==> src/aacs_regs.vh <==
// Register map and constants for the amplifier control/status register bank.
// Assumes inclusion by the bank module only; definitions only.
`ifndef AACS_REGS_VH
`define AACS_REGS_VH

`define AACS_ADDR_W        8
`define AACS_DATA_W        8
`define AACS_OFF_CLKSTAT   8'h00
`define AACS_OFF_REVID     8'h01
`define AACS_OFF_ERRFLAG   8'h02
`define AACS_OFF_SYSCTL1   8'h03
`define AACS_OFF_SERFMT    8'h04
`define AACS_OFF_SYSCTL2   8'h05
`define AACS_OFF_SOFTMUTE  8'h06
`define AACS_OFF_VOLCFG    8'h0e

`define AACS_RST_SYSCTL1   8'ha0
`define AACS_RST_SERFMT    8'h05
`define AACS_RST_SYSCTL2   8'h40
`define AACS_RST_SOFTMUTE  8'h00
`define AACS_RST_ERRFLAG   8'h00
`define AACS_RST_VOLCFG    3'h1
`define AACS_ERR_MASK      8'hfa
`define AACS_SYSCTL1_MASK  8'ha3
`define AACS_SYSCTL2_MASK  8'h40
`define AACS_SOFTMUTE_MASK 8'h03
`define AACS_SERFMT_MASK   8'h0f
`define AACS_VOLCFG_MASK   8'h07
`define AACS_REVID_MASK    7'h7f

`define AACS_ERR_MCLK      7
`define AACS_ERR_PLL       6
`define AACS_ERR_SCLK      5
`define AACS_ERR_LRCLK     4
`define AACS_ERR_SLIP      3
`define AACS_ERR_OCUR      1
`define AACS_CTL1_DCBLK    7
`define AACS_CTL1_HARDUNM  5
`define AACS_CTL2_SHDN     6

`define AACS_FS_32         3'h0
`define AACS_FS_44_48      3'h3
`define AACS_FS_16         3'h4
`define AACS_FS_22_24      3'h5
`define AACS_FS_8          3'h6
`define AACS_FS_11_12      3'h7
`define AACS_MR_64         3'h0
`define AACS_MR_128        3'h1
`define AACS_MR_192        3'h2
`define AACS_MR_256        3'h3
`define AACS_MR_384        3'h4
`define AACS_MR_512        3'h5
`define AACS_BR_64         2'h0
`define AACS_BR_32         2'h1
`define AACS_BR_48         2'h2

`define AACS_FMT_LAST      4'h8
`define AACS_DEEMPH_RSVD   2'h1

`define AACS_STEP_512      3'h0
`define AACS_STEP_1024     3'h1
`define AACS_STEP_2048     3'h2
`define AACS_STEP_256      3'h3

// Ramp step period in tenths of a microsecond, and in clock cycles
`define AACS_CLK_MHZ       100
`define AACS_STEP_T8_D10   1250
`define AACS_STEP_T11_D10  907
`define AACS_STEP_T12_D10  833
`define AACS_CYC(t)        (((t) * `AACS_CLK_MHZ) / 10)
`define AACS_CNT_W         16
`define AACS_STEP_C8       16'h30d4
`define AACS_STEP_C11      16'h236e
`define AACS_STEP_C12      16'h208a

`endif

==> src/aacs_ctrl_regs.v <==
// Control and status register bank of a stereo digital audio amplifier.
// Assumes clock-detector and fault event inputs arrive from other domains.
//
// Added by the designer: the plain strobed port.
`timescale 1ns/1ns
`default_nettype none
`include "aacs_regs.vh"

// What this block does
// RULE1: Clock status bits 7:5 report detected sample rate code.
// RULE2: Clock status bits 4:2 report detected master-clock ratio code.
// RULE3: Bit clock 64/32 Fs always accepted; 48 Fs only at 192/384 ratios.
// RULE4: Source uses ratios 64 and 128 only at 44.1/48 kHz.
// RULE5: Source uses ratio 192 only at 32, 44.1 or 48 kHz.
// RULE6: Source never uses ratio 256 at 8 kHz.
// RULE7: Identification register returns fixed code in bits 6:0, bit 7 zero.
// RULE8: Error flags are sticky; only a host write of zeros clears them.
// RULE9: Host clears error register then reads it to test persistence.
// RULE10: Error bits: 7 mclk, 6 pll, 5 sclk, 4 lrclk, 3 slip, 1 overcurrent.
// RULE11: Master-clock count per frame change raises master-clock error.
// RULE12: Bit-clock count per frame change raises bit-clock error.
// RULE13: Frame-clock rate change raises frame error; phase drift raises slip.
// RULE14: System control 1 bit 7 enables dc-blocking filter, default on.
// RULE15: System control 1 bit 5 picks hard or ramped unmute after clock error.
// RULE16: System control 1 bits 1:0 select de-emphasis, 01 reserved.
// RULE17: Format codes 0-5 select right-justified and I2S, 16/20/24 bit.
// RULE18: Codes 6-8 left-justified; 9-15 reserved; default 24-bit I2S.
// RULE19: System control 2 bit 6 forces all-channel shutdown, default set.
// RULE20: Soft mute bit 0 channel 1, bit 1 channel 2; 1 gives 50% duty.
// RULE21: Host avoids reserved registers and encodings.
// RULE22: Volume ramp step count 512, 1024, 2048 or 256 from config field.
// RULE23: Ramp step period 125, 90.7 or 83.3 us by sample-rate family.
// RULE24: Writes to clock status and identification registers are ignored.
module aacs_ctrl_regs #(
  parameter [6:0] REV_ID = 7'h2a  // Arbitrary neutral identification value
) (
  // Clock and reset
  input  wire       clock_i,
  input  wire       srst_i,
  // Register port
  input  wire [7:0] addr_i,
  input  wire [7:0] wdata_i,
  input  wire       wr_i,
  input  wire       rd_i,
  output reg  [7:0] rdata_o,
  // Clock detector results (asynchronous)
  input  wire [2:0] det_fs_i,
  input  wire [2:0] det_mratio_i,
  input  wire [1:0] det_bratio_i,
  // Fault events (asynchronous levels, pulse-stretched at source)
  input  wire       ev_mclk_i,
  input  wire       ev_pll_i,
  input  wire       ev_sclk_i,
  input  wire       ev_lrclk_i,
  input  wire       ev_slip_i,
  input  wire       ev_ocur_i,
  // Controls to the datapath
  output reg        dc_block_en_o,
  output reg        hard_unmute_o,
  output reg  [1:0] deemph_o,
  output reg  [3:0] ser_fmt_o,
  output reg        shutdown_o,
  output reg  [1:0] soft_mute_o,
  output reg        sclk_ok_o,
  output reg        ramp_tick_o,
  output reg  [11:0] ramp_steps_o
);

  ////////////////////////////////////////////////////////////////////////////
  // Input synchronisers
  localparam SW = 14;
  wire [SW-1:0] async_w = {det_fs_i, det_mratio_i, det_bratio_i, ev_mclk_i,
                           ev_pll_i, ev_sclk_i, ev_lrclk_i, ev_slip_i, ev_ocur_i};
  reg  [SW-1:0] sync1_q;
  reg  [SW-1:0] sync2_q;
  always @(posedge clock_i) begin
    if (srst_i) begin
      sync1_q <= {SW{1'b0}};
      sync2_q <= {SW{1'b0}};
    end else begin
      sync1_q <= async_w;
      sync2_q <= sync1_q;
    end
  end
  wire [2:0] fs_w     = sync2_q[13:11];
  wire [2:0] mratio_w = sync2_q[10:8];
  wire [1:0] bratio_w = sync2_q[7:6];
  wire [5:0] ev_w     = sync2_q[5:0];

  ////////////////////////////////////////////////////////////////////////////
  // Registers
  reg  [7:0] clkstat_q;
  reg  [7:0] err_q;
  reg  [7:0] sysctl1_q;
  reg  [7:0] serfmt_q;
  reg  [7:0] sysctl2_q;
  reg  [7:0] softmute_q;
  reg  [2:0] volcfg_q;
  reg  [5:0] ev_prev_q;
  wire [5:0] ev_rise_w = ev_w & ~ev_prev_q;
  reg  [7:0] err_set_w;
  reg  [7:0] err_d;

  always @* begin
    err_set_w = 8'h00;
    err_set_w[`AACS_ERR_MCLK]  = ev_rise_w[5]; // RULE11
    err_set_w[`AACS_ERR_PLL]   = ev_rise_w[4];
    err_set_w[`AACS_ERR_SCLK]  = ev_rise_w[3]; // RULE12
    err_set_w[`AACS_ERR_LRCLK] = ev_rise_w[2]; // RULE13
    err_set_w[`AACS_ERR_SLIP]  = ev_rise_w[1]; // RULE13
    err_set_w[`AACS_ERR_OCUR]  = ev_rise_w[0]; // RULE10
    err_d = err_q;
    if (wr_i && addr_i == `AACS_OFF_ERRFLAG)
      err_d = err_q & wdata_i; // RULE8
    err_d = (err_d | err_set_w) & `AACS_ERR_MASK; // RULE8
  end

  always @(posedge clock_i) begin
    if (srst_i) begin
      ev_prev_q  <= 6'h00;
      clkstat_q  <= 8'h00;
      err_q      <= `AACS_RST_ERRFLAG;
      sysctl1_q  <= `AACS_RST_SYSCTL1;
      serfmt_q   <= `AACS_RST_SERFMT;
      sysctl2_q  <= `AACS_RST_SYSCTL2;
      softmute_q <= `AACS_RST_SOFTMUTE;
      volcfg_q   <= `AACS_RST_VOLCFG;
    end else begin
      ev_prev_q <= ev_w;
      clkstat_q <= {fs_w, mratio_w, 2'b00}; // RULE1 RULE2
      err_q     <= err_d;
      if (wr_i) begin
        case (addr_i)
          `AACS_OFF_SYSCTL1: begin
            if (wdata_i[1:0] != `AACS_DEEMPH_RSVD) // RULE16
              sysctl1_q <= wdata_i & `AACS_SYSCTL1_MASK; // RULE14 RULE15
          end
          `AACS_OFF_SERFMT: begin
            if (wdata_i[3:0] <= `AACS_FMT_LAST) // RULE17 RULE18
              serfmt_q <= wdata_i & `AACS_SERFMT_MASK;
          end
          `AACS_OFF_SYSCTL2: sysctl2_q <= wdata_i & `AACS_SYSCTL2_MASK; // RULE19
          `AACS_OFF_SOFTMUTE: softmute_q <= wdata_i & `AACS_SOFTMUTE_MASK; // RULE20
          `AACS_OFF_VOLCFG: begin
            if (!wdata_i[2]) // RULE22
              volcfg_q <= wdata_i[2:0];
          end
          default: begin // RULE24
          end
        endcase
      end
    end
  end

  ////////////////////////////////////////////////////////////////////////////
  // Read port, data one cycle after the strobe
  always @(posedge clock_i) begin
    if (srst_i) begin
      rdata_o <= 8'h00;
    end else if (rd_i) begin
      case (addr_i)
        `AACS_OFF_CLKSTAT:  rdata_o <= clkstat_q;
        `AACS_OFF_REVID:    rdata_o <= {1'b0, REV_ID & `AACS_REVID_MASK}; // RULE7
        `AACS_OFF_ERRFLAG:  rdata_o <= err_q; // RULE9
        `AACS_OFF_SYSCTL1:  rdata_o <= sysctl1_q;
        `AACS_OFF_SERFMT:   rdata_o <= serfmt_q;
        `AACS_OFF_SYSCTL2:  rdata_o <= sysctl2_q;
        `AACS_OFF_SOFTMUTE: rdata_o <= softmute_q;
        `AACS_OFF_VOLCFG:   rdata_o <= {5'h00, volcfg_q};
        default:            rdata_o <= 8'h00;
      endcase
    end else begin
      rdata_o <= 8'h00;
    end
  end

  ////////////////////////////////////////////////////////////////////////////
  // Bit-clock ratio acceptance
  reg sclk_ok_d;
  always @* begin
    case (bratio_w)
      `AACS_BR_64: sclk_ok_d = 1'b1; // RULE3
      `AACS_BR_32: sclk_ok_d = 1'b1; // RULE3
      `AACS_BR_48: sclk_ok_d = (mratio_w == `AACS_MR_192) ||
                               (mratio_w == `AACS_MR_384); // RULE3
      default:     sclk_ok_d = 1'b0;
    endcase
  end

  ////////////////////////////////////////////////////////////////////////////
  // Volume ramp step timer and step count
  reg [`AACS_CNT_W-1:0] step_per_w;
  reg [11:0]            steps_d;
  reg [`AACS_CNT_W-1:0] step_cnt_q;
  always @* begin
    case (fs_w)
      `AACS_FS_8, `AACS_FS_16, `AACS_FS_32:
        step_per_w = `AACS_STEP_C8; // RULE23
      `AACS_FS_11_12, `AACS_FS_22_24:
        step_per_w = `AACS_STEP_C12; // RULE23
      default:
        step_per_w = `AACS_STEP_C11; // RULE23
    endcase
    case (volcfg_q)
      `AACS_STEP_512:  steps_d = 12'h200; // RULE22
      `AACS_STEP_2048: steps_d = 12'h800; // RULE22
      `AACS_STEP_256:  steps_d = 12'h100; // RULE22
      default:         steps_d = 12'h400; // RULE22
    endcase
  end

  always @(posedge clock_i) begin
    if (srst_i) begin
      step_cnt_q     <= {`AACS_CNT_W{1'b0}};
      ramp_tick_o    <= 1'b0;
      ramp_steps_o   <= 12'h400;
      sclk_ok_o      <= 1'b0;
      dc_block_en_o  <= 1'b1;
      hard_unmute_o  <= 1'b1;
      deemph_o       <= 2'h0;
      ser_fmt_o      <= 4'h5;
      shutdown_o     <= 1'b1;
      soft_mute_o    <= 2'h0;
    end else begin
      if (step_cnt_q + 1'b1 >= step_per_w) begin
        step_cnt_q  <= {`AACS_CNT_W{1'b0}};
        ramp_tick_o <= 1'b1;
      end else begin
        step_cnt_q  <= step_cnt_q + 1'b1;
        ramp_tick_o <= 1'b0;
      end
      ramp_steps_o  <= steps_d;
      sclk_ok_o     <= sclk_ok_d;
      dc_block_en_o <= sysctl1_q[`AACS_CTL1_DCBLK]; // RULE14
      hard_unmute_o <= sysctl1_q[`AACS_CTL1_HARDUNM]; // RULE15
      deemph_o      <= sysctl1_q[1:0]; // RULE16
      ser_fmt_o     <= serfmt_q[3:0]; // RULE17
      shutdown_o    <= sysctl2_q[`AACS_CTL2_SHDN]; // RULE19
      soft_mute_o   <= softmute_q[1:0]; // RULE20
    end
  end

endmodule
`default_nettype wire

==> config.mk <==
export PLATFORM = sky130hd
export DESIGN_NAME = aacs_ctrl_regs
export DESIGN_NICKNAME = d
export VERILOG_FILES = /design/src/aacs_ctrl_regs.v
export VERILOG_INCLUDE_DIRS = /design/src
export SDC_FILE = /design/constraint.sdc
export NUM_CORES = 1
export LEC_CHECK = 0
export BUFFER_PORTS_ARGS = -buffer_cell sky130_fd_sc_hd__clkbuf_2
export CELL_PAD_IN_SITES_DETAIL_PLACEMENT = 1
export CELL_PAD_IN_SITES_GLOBAL_PLACEMENT = 1
export CORE_MARGIN = 1.5
export CORE_UTILIZATION = 40
export DETAILED_ROUTE_END_ITERATION = 8
export PLACE_DENSITY = 0.8
export SYNTH_ARGS = -nofsm -noshare
export SYNTH_HDL_FRONTEND = slang
export SYNTH_SLANG_ARGS = --single-unit
==> constraint.sdc <==
create_clock -name clock_i -period 4.3 [get_ports clock_i]
set_clock_uncertainty 0.05 [all_clocks]
set_input_delay 0.215 -clock clock_i [delete_from_list [all_inputs] [get_ports clock_i]]
set_output_delay 0.215 -clock clock_i [all_outputs]
set_load 0.005 [all_outputs]
# == After elaboration in Yosys (flattened, before gate mapping) ==
# Index checks and enable logic that the tools add are counted.
# op_classes
n_div,0
addsub,1
n_reduce_logical,16
n_mul,0
mux,6
eq_ne,18
n_shift,0
order_cmp,2
bitwise,6
# op_table
op,count
$pmux W8 S8,1
$pmux W12 S3,1
$pmux W13 S2,1
$eq A8 B3 Y1 const B,3
$add A16 B1 Y16 const B,1
$eq A8 B2 Y1 const B,2
$ge A16 B16 Y1,1
$eq A3 B3 Y1 const B,5
$reduce_and A3 Y1,3
$and A8 B8 Y8,1
$eq A8 B1 Y1 const B,1
$eq A8 B4 Y1 const B,1
$logic_not A8 Y1,1
$mux W8,1
$or A8 B8 Y8,1
$reduce_or A2 Y1,4
$and A6 B6 Y6,1
$eq A2 B2 Y1 const B,3
$logic_not A3 Y1,2
$not A6 Y6,1
$le A4 B4 Y1 const B,1
$reduce_and A2 Y1,2
$eq A3 B2 Y1 const B,1
$reduce_or A3 Y1,1
other kinds (8),9
# totals
rom_bits,0
latch_bits,0
mem_bits_rw,0
reg_bits,112
n_memories,0

# == Logic depth before layout (Yosys ltp) ==
# Gate-level depths: netlist of the first run.
# depth
word_depth,5
ltp_mapped,12
ltp_nobuf,11

# == Least setup slack after synthesis of the first run ==
# OpenSTA, ideal clock, no wires.
# synth_timing
path_type,flip-flop to flip-flop
start,register step_cnt_q[0]
end,register step_cnt_q[12]
setup_time_ps,80
path_stages_with_launch,13
n_path_buf,1
path_slack_ps,1771
t_required_ps,4170
arrival_ps,2399
cell_sequence,dfxtp_1 > ha_1 > nand3_1 > nor2_1 > xor2_1 > ha_1 > o21a_1 > o211ai_1 > a31oi_1 > a211oi_2 > o221ai_2 > buf_2 > nor3b_1
# synth_via
elab_chain_cells,3
# synth_lines
item,line,text
"start, declared",aacs_ctrl_regs.v:194,reg [`AACS_CNT_W-1:0] step_cnt_q;
"start signal, assigned",aacs_ctrl_regs.v:214,step_cnt_q <= {`AACS_CNT_W{1'b0}};
"start signal, assigned",aacs_ctrl_regs.v:226,step_cnt_q <= {`AACS_CNT_W{1'b0}};
"start signal, assigned",aacs_ctrl_regs.v:229,step_cnt_q <= step_cnt_q + 1'b1;
$add A16 B1 Y16 (*),"aacs_ctrl_regs.v:225, aacs_ctrl_regs.v:229",
$ge A16 B16 Y1,aacs_ctrl_regs.v:225,if (step_cnt_q + 1'b1 >= step_per_w) begin
$reduce_or A2 Y1 (no line),n/a,
# Mark *: on every way between the ends. The rest lies on a longest branch, timed or not.
# A chain may end at the register's enable or synchronous reset.

# == Worst setup path in the final report of the first run ==
# layout_timing
start,register step_cnt_q[0]
end,register ramp_tick_o
# layout_via
elab_chain_cells,3
# layout_lines
item,line,text
$add A16 B1 Y16,aacs_ctrl_regs.v:225,
$ge A16 B16 Y1,aacs_ctrl_regs.v:225,
$mux W1,aacs_ctrl_regs.v:225,
"end signal, assigned",aacs_ctrl_regs.v:215,ramp_tick_o <= 1'b0;
"end signal, assigned",aacs_ctrl_regs.v:227,ramp_tick_o <= 1'b1;
"end signal, assigned",aacs_ctrl_regs.v:230,ramp_tick_o <= 1'b0;
"end, declared",aacs_ctrl_regs.v:65,"output reg ramp_tick_o,"
# Every way passes these cells.

==> out/results.txt, run 1 <==
final-report hold violation count: 0
routed vias/inst: 4.89
Critical Path End Type: register
share of layout cells above drive strength 1: 0.203
CTS Root Cell: clkbuf_8
leakage power: 0.00187 uW
ANT nets after route: 0
#FFs+latches synth: 100
Area Growth Syn to Fin: 18.0%
wire length per cell: 14.2 um
clock share of power: 0.366
WP data required: 4.49 ns
max incr delay on CP: 0.50 ns
port buffer count: 58
Synth cell types: 47
Switching Share: 0.260
cell-internal power: 1220 uW
vias in the first global route: 2829
most common cell in the netlist: dfxtp_1
Slew Viols, Final: 0
met1 Use GR: 0.213
Synth Flop Type: dfxtp_1
Post-synth EDFFs: 0
Max Cap Viol: 0
met2 track utilization from global routing: 0.282
Crit Path Class: reg2reg
via count: 2822
Hold Crit Class: in2reg
M3 GR Usage: 0.0444
minimum clock period: 3.17 ns
total grt overflow: 0
GR peak layer: met2
H-tree Lvls: 3
Max-Slew Margin vs Limit: 0.422
FMAX: 315 MHz
top cells by area, synth: dfxtp_1 52%, nor2b_1 8.0%, ha_1 3.6%, mux2i_1 3.4%, nor2_1 2.3%
clk_lat worst skew: 0.37 ns
Post-Syn Instances: 379
syn_area_per_cell: 10.1 um2
1st-iter DRT viols: 116
core area: 0.00924 mm2
startpoint types: register
FFs w/ async S/R, synth: 0
Seq/Total Area, Yosys: 0.524
Resize count post-CTS: 0
DIE HEIGHT: 101 um
largest net degree at the start of global routing: 91
Flop pwr share: 0.576
CP cell instances: nand4_1 -> nor2_1 -> xor2_1 -> ha_1 -> a2111oi_0 -> a31oi_1 -> a211oi_2 -> o221ai_2 -> nor2b_1
Worst Path Max Fanout: 15
antenna cells: 0
CTS tree: yes
Remaining DRCs: 0
total track usage: 0.171
post-synth top area share: 0.524
pwr dens: 367 mW/mm2
status: finished clean
Synth Cell Area: 0.00382 mm2
total CTS buffers: 9
Setup-failing EPs final: 0
RSZ-0062 raised after global routing: false
top cells by count, synth: 100 x dfxtp_1, 49 x nor2b_1, 23 x nor2_1
Die Span X: 101 um
routability cong.: 0.868
DRT Pass-1 Iters: 4
Gate power share: 0.058
Final Cell Area: 0.00451 mm2
initial cell density of the core: 0.414
Switch Pwr: 431 uW
Core Rows: 35
placed cell areas: 0.00419 mm2
Crit-path slowest cell: a2111oi_0
crit path DAT: 3.36 ns
Max Root-Sink Buffers: 2
first-pass GRT wire length: 13400 um
Final HPWL DP: 5860 um
largest area contributor in the netlist: dfxtp_1
period utilisation layout: 0.737
Worst-Margin Slew: 0.866 ns
Routed WL: 8210 um
fillers: 1042
initial antenna violation count: 0
I/O pins: 67
Worst-path clk slew: 0.11 ns
yosys warns: 0
peak supply drop: 0.218 mV
setup TNS: 0 ns
DIE AREA: 0.0102 mm2
Nets: 488
Sink Count: 100
-- path summary, 6_finish.rpt --
path                            cells after the start                      from  slack [ns]                     end
worst max-delay path                                9  step_cnt_q[0]$_SDFF_PP0_        1.13  ramp_tick_o$_SDFF_PP0_
worst min-delay path                                2               det_fs_i[0]        0.02  sync1_q[11]$_SDFF_PP0_
worst max register to register                      9  step_cnt_q[0]$_SDFF_PP0_        1.13  ramp_tick_o$_SDFF_PP0_
worst min register to register                      1     sync2_q[7]$_SDFF_PP0_        0.38    sclk_ok_o$_SDFF_PP0_
-- layer usage --
layer  vias up  part of all wire  routed length [um]
met1      1342              0.46                3780
met5         -                 0                   0
met4         0             0.017                 139
li1       1399                 -                   -
met3        18             0.038                 310
met2        63              0.48                3980
-- cell usage in the layout, fill, tap and decap left out, types with 8 or more instances in the layout --
| cell type | synthesis | routed |
|---|---|---|
| conb_1 | 1 | 10 |
| nor3_1 | 11 | 11 |
| o21ai_0 | 10 | 10 |
| clkbuf_8 | 0 | 9 |
| nand2b_1 | 9 | 9 |
| nor2b_1 | 49 | 49 |
| nor3b_1 | 11 | 11 |
| mux2i_1 | 13 | 13 |
| xor2_1 | 8 | 8 |
| nor2_1 | 23 | 23 |
| nand2_1 | 15 | 15 |
| ha_1 | 11 | 11 |
| inv_1 | 10 | 10 |
| clkbuf_2 | 0 | 58 |
| a21oi_1 | 13 | 13 |
| nand3_1 | 11 | 11 |
| dfxtp_1 | 100 | 100 |
| dlygate4sd3_1 | 0 | 11 |
-- worst max-delay path, delay by kind of cell (launching register included) --
kind | cells | cell delay, ns
adder cells (fa/ha/maj) | 1 | 0.25
AO/OA/AOI/OAI | 4 | 1.28
flip-flops | 1 | 0.44
XOR/XNOR | 1 | 0.15
AND/OR/NAND/NOR | 3 | 0.87
-- metrics by stage --
step / power (uW) / hold WS, ns / utilization / std cells / worst slack [ns]
CTS: 1680 / 0.000703 / 0.487 / 576 / 1.20
finish: 1660 / 0.0168 / 0.488 / 577 / 1.13
global route: 1740 / 0.00579 / 0.488 / 577 / 0.937
global placement: 1060 / 0.345 / 0.453 / 550 / 1.47
detailed placement: 1060 / 0.362 / 0.453 / 550 / 1.21
floorplan: 1030 / 0.283 / - / 388 / 1.77
-- kinds of logic after synthesis --
kind of cell,synth area share
and+or+nand+nor,0.243
DFF,0.524
AOI/OAI and AO/OA,0.0831
buffers and inverters,0.0442
xor gates and xnor gates,0.0321
muxes,0.0370
adders and majority gates,0.0360
other,0.000981
-- power by group through the flow --
stage	Sequential (uW)	Clock (uW)	Combinational, uW
5_1_grt	958	674	106
3_3_place_gp	975	0	83.9
3_5_place_dp	976	0	87.5
2_1_floorplan	973	0	61.0
6_report	954	606	95.4
4_1_cts	955	628	95.2
-- state kept, by name (all words and copies together) (netlist names) --
register	count
clkstat_q	6
dc_block_en_o	1
deemph_o	2
err_q	6
ev_prev_q	6
hard_unmute_o	1
ramp_steps_o	4
ramp_tick_o	1
rdata_o	8
sclk_ok_o	1
ser_fmt_o	4
serfmt_q	4
shutdown_o	1
soft_mute_o	2
softmute_q	2
step_cnt_q	16
sync1_q	14
sync2_q	14
sysctl1_q	4
sysctl2_q	1
volcfg_q	2
-- final cells by class --
class                           count  area (um2)  share of cell area
Timing Repair Buffer               70         408              0.0904
Inverter                           10        37.5             0.00832
Multi-Input combinational cell    252        1690               0.374
Clock inverter                      7        93.8              0.0208
Tap cell                          129         161              0.0358
Clock buffer                        9         124              0.0274
Sequential cell                   100        2000               0.444
-- timing repair --
item / CTS / global route
hold endpoints to repair: 10 / 1
buffers inserted: 0 / 0
endpoints found under the setup margin: 0 / 0
hold buffers: 10 / 1
No activity file was read; power rests on OpenSTA's default activity.
==> inputs of run 2 (changes only) <==
CORE_UTILIZATION = 38   (was 40)
PLACE_DENSITY = 0.79   (was 0.8)
clock period = 2.9 ns   (was 4.3 ns; I/O delays follow)
==> run 2 against run 1 <==
Against the previous run: hold slack improved by 0.017 ns; maximum frequency is 16% higher; flip-flop and latch count stayed put; total power is 50% higher; sequential share of layout area down 2.4 points; clock power grew 50%; die area increased by 5.1%; critical path depth is 3 higher; first-iteration DRC count is 56% lower; cell count rose by 4.0%.
==> out/results.txt, run 2 (same netlist as run 1, synthesis figures left out) <==
Area Growth Syn to Fin: 25.6%
Sink Count: 100 (unchanged)
Worst Path Max Fanout: 8 (-7)
DRT Pass-1 Iters: 4 (unchanged)
r2r setup slk: 0.17 ns (-0.96 ns)
commonest non-fill, non-tap cell in the layout: dfxtp_1
Routed WL: 8490 um (+3.4%)
Worst-Margin Slew: 0.681 ns (-0.185 ns)
largest register by flop count: step_cnt_q
DIE HEIGHT: 103 um (+2.5%)
first-pass GRT wire length: 13300 um (-0.51%)
Max Root-Sink Buffers: 2 (unchanged)
Setup-failing EPs final: 0 (unchanged)
Slew Viols, Final: 0 (unchanged)
cell-internal power: 1830 uW (+49%)
Switching Share: 0.263 (+0.00244)
RSZ-0062 raised after global routing: true
wire length per cell: 14.1 um (-0.55%)
initial antenna violation count: 0 (unchanged)
Flop pwr share: 0.570 (-0.006)
max incr delay on CP: 0.38 ns (-0.12 ns)
leakage power: 0.00198 uW (+6.0%)
minimum clock period: 2.73 ns (-0.442 ns)
CP startpoint: step_cnt_q[0]$_SDFF_PP0_
crit path to: ramp_tick_o$_SDFF_PP0_
core area: 0.00977 mm2 (+5.8%)
pwr dens: 516 mW/mm2 (+41%)
CP cell instances: ha_1 -> nand3_4 -> nor2_2 -> xor2_1 -> ha_1 -> o21a_1 -> o211ai_1 -> a31oi_1 -> a211oi_2 -> buf_4 -> o221ai_4 -> nor2b_1
CTS tree: yes
Core Rows: 36 (+2.9%)
DIE AREA: 0.0107 mm2 (+5.1%)
1st-iter DRT viols: 51 (-56%)
R2R Path End: ramp_tick_o$_SDFF_PP0_
I/O pins: 67 (unchanged)
Max-Slew Margin vs Limit: 0.542 (+0.120)
Nets: 507 (+3.9%)
crit-path most repeated cell: ha_1
Hold Crit Class: in2reg
period utilisation layout: 0.941 (+0.203)
setup TNS: 0 ns (unchanged)
WP data required: 3.10 ns (-1.39 ns)
largest net degree at the start of global routing: 91 (unchanged)
total grt overflow: 0 (unchanged)
via count: 2871 (+1.7%)
vias in the first global route: 2851 (+0.78%)
Max Cap Viol: 0 (unchanged)
total CTS buffers: 9 (unchanged)
reg-to-reg critical path startpoint: step_cnt_q[0]$_SDFF_PP0_
most frequent cells in the layout: 96 x dfxtp_1, 58 x clkbuf_2, 49 x nor2b_1
CTS Root Cell: clkbuf_8
ANT nets after route: 0 (unchanged)
clk_lat worst skew: 0.36 ns (about the same)
peak supply drop: 0.287 mV (+31%)
placed cell areas: 0.00423 mm2 (+1.1%)
initial cell density of the core: 0.391 (-0.0226)
Final Cell Area: 0.00480 mm2 (+6.4%)
share of layout cells above drive strength 1: 0.251 (+0.0474)
FMAX: 367 MHz (+16%)
final-report hold violation count: 0 (unchanged)
Worst-path clk slew: 0.11 ns (about the same)
Crit-path slowest cell: dfxtp_4
Largest regs: step_cnt_q (16), sync1_q (14), sync2_q (14)
routability cong.: 0.826 (-4.9%)
startpoint types: register
Critical Path End Type: register
Gate power share: 0.064 (+0.006)
Remaining DRCs: 0 (unchanged)
antenna cells: 0 (unchanged)
Die Span X: 103 um (+2.5%)
routed vias/inst: 4.79 (-2.2%)
H-tree Lvls: 3 (unchanged)
status: finished clean
Final HPWL DP: 5510 um (-6.0%)
Crit Path Class: reg2reg
R2R depth: 12 (+3)
port buffer count: 58 (unchanged)
Switch Pwr: 652 uW (+51%)
total track usage: 0.162 (-0.00927)
crit path DAT: 2.93 ns (-0.43 ns)
clock share of power: 0.366 (about the same)
max reg flops: 16 (unchanged)
-- run 2: routing by layer --
layer / up-vias / share of wire / GRT usage / wire length, um
met4: 0 / 0.013 / 0.0624 / 112
met1: 1362 / 0.46 / 0.203 / 3910
met2: 61 / 0.50 / 0.280 / 4230
li1: 1438 / - / - / -
met3: 10 / 0.028 / 0.0249 / 241
met5: - / 0 / 0 / 0
-- run 2: area by class of cell --
| cell class | count | area [um2] |
|---|---|---|
| multi-input cells | 253 | 1790 |
| well taps | 133 | 166 |
| repair buffers | 88 | 573 |
| inverters | 10 | 37.5 |
| fillers | 1114 | 4970 |
| clock inverters | 7 | 93.8 |
| flip-flops and latches | 100 | 2010 |
| clock buffers | 9 | 124 |
-- run 2: power groups by stage --
stage                     Sequential, uW  Clock [uW]  Combinational, uW
final                               1410         906                160
after CTS                           1420         935                154
after detailed placement            1450           0                132
after global routing                1420        1000                178
after floorplan                     1440           0               90.4
after global placement              1450           0                128
-- run 2: through the flow --
step	power, uW	util	std cells	hold WS, ns	setup slack [ns]
after floorplan	1530	-	388	0.213	0.371
after global placement	1570	0.433	558	0.304	0.0741
after detailed placement	1580	0.433	558	0.311	-0.141
after CTS	2500	0.477	594	0.0300	0.0343
after global routing	2600	0.491	600	0.0373	-0.0222
final	2480	0.491	600	0.0342	0.172
-- run 2: worst max-delay path, delay by kind of cell, from the launching register on --
| kind | cells | cell delay, ns |
|---|---|---|
| AO/OA/AOI/OAI | 5 | 0.79 |
| buffers and inverters | 1 | 0.18 |
| adder cells (fa/ha/maj) | 2 | 0.49 |
| AND/OR/NAND/NOR | 3 | 0.50 |
| flip-flops | 1 | 0.38 |
| XOR/XNOR | 1 | 0.22 |
-- run 2: how the worst min path moves through the flow --
stage                     cells past startpoint             from                   endpoint  slack [ns]
after floorplan                               1       wdata_i[5]  sysctl1_q[5]$_SDFFE_PP1P_        0.21
after global placement                        2  det_bratio_i[1]      sync1_q[7]$_SDFF_PP0_        0.30
after detailed placement                      2        ev_sclk_i      sync1_q[3]$_SDFF_PP0_        0.31
after CTS                                     3       wdata_i[4]        err_q[4]$_SDFF_PP0_        0.03
after global routing                          3       wdata_i[4]        err_q[4]$_SDFF_PP0_        0.04
final                                         3       wdata_i[4]        err_q[4]$_SDFF_PP0_        0.03
-- run 2: what timing repair did --
action                                  in CTS  in global routing
hold endpoints to repair                    18                  0
hold buffers                                18                  0
pin swaps                                    2                 10
gates cloned                                 1                  0
endpoints found under the setup margin      15                 15
gates resized for setup                      2                 20
setup buffers                                1                  6
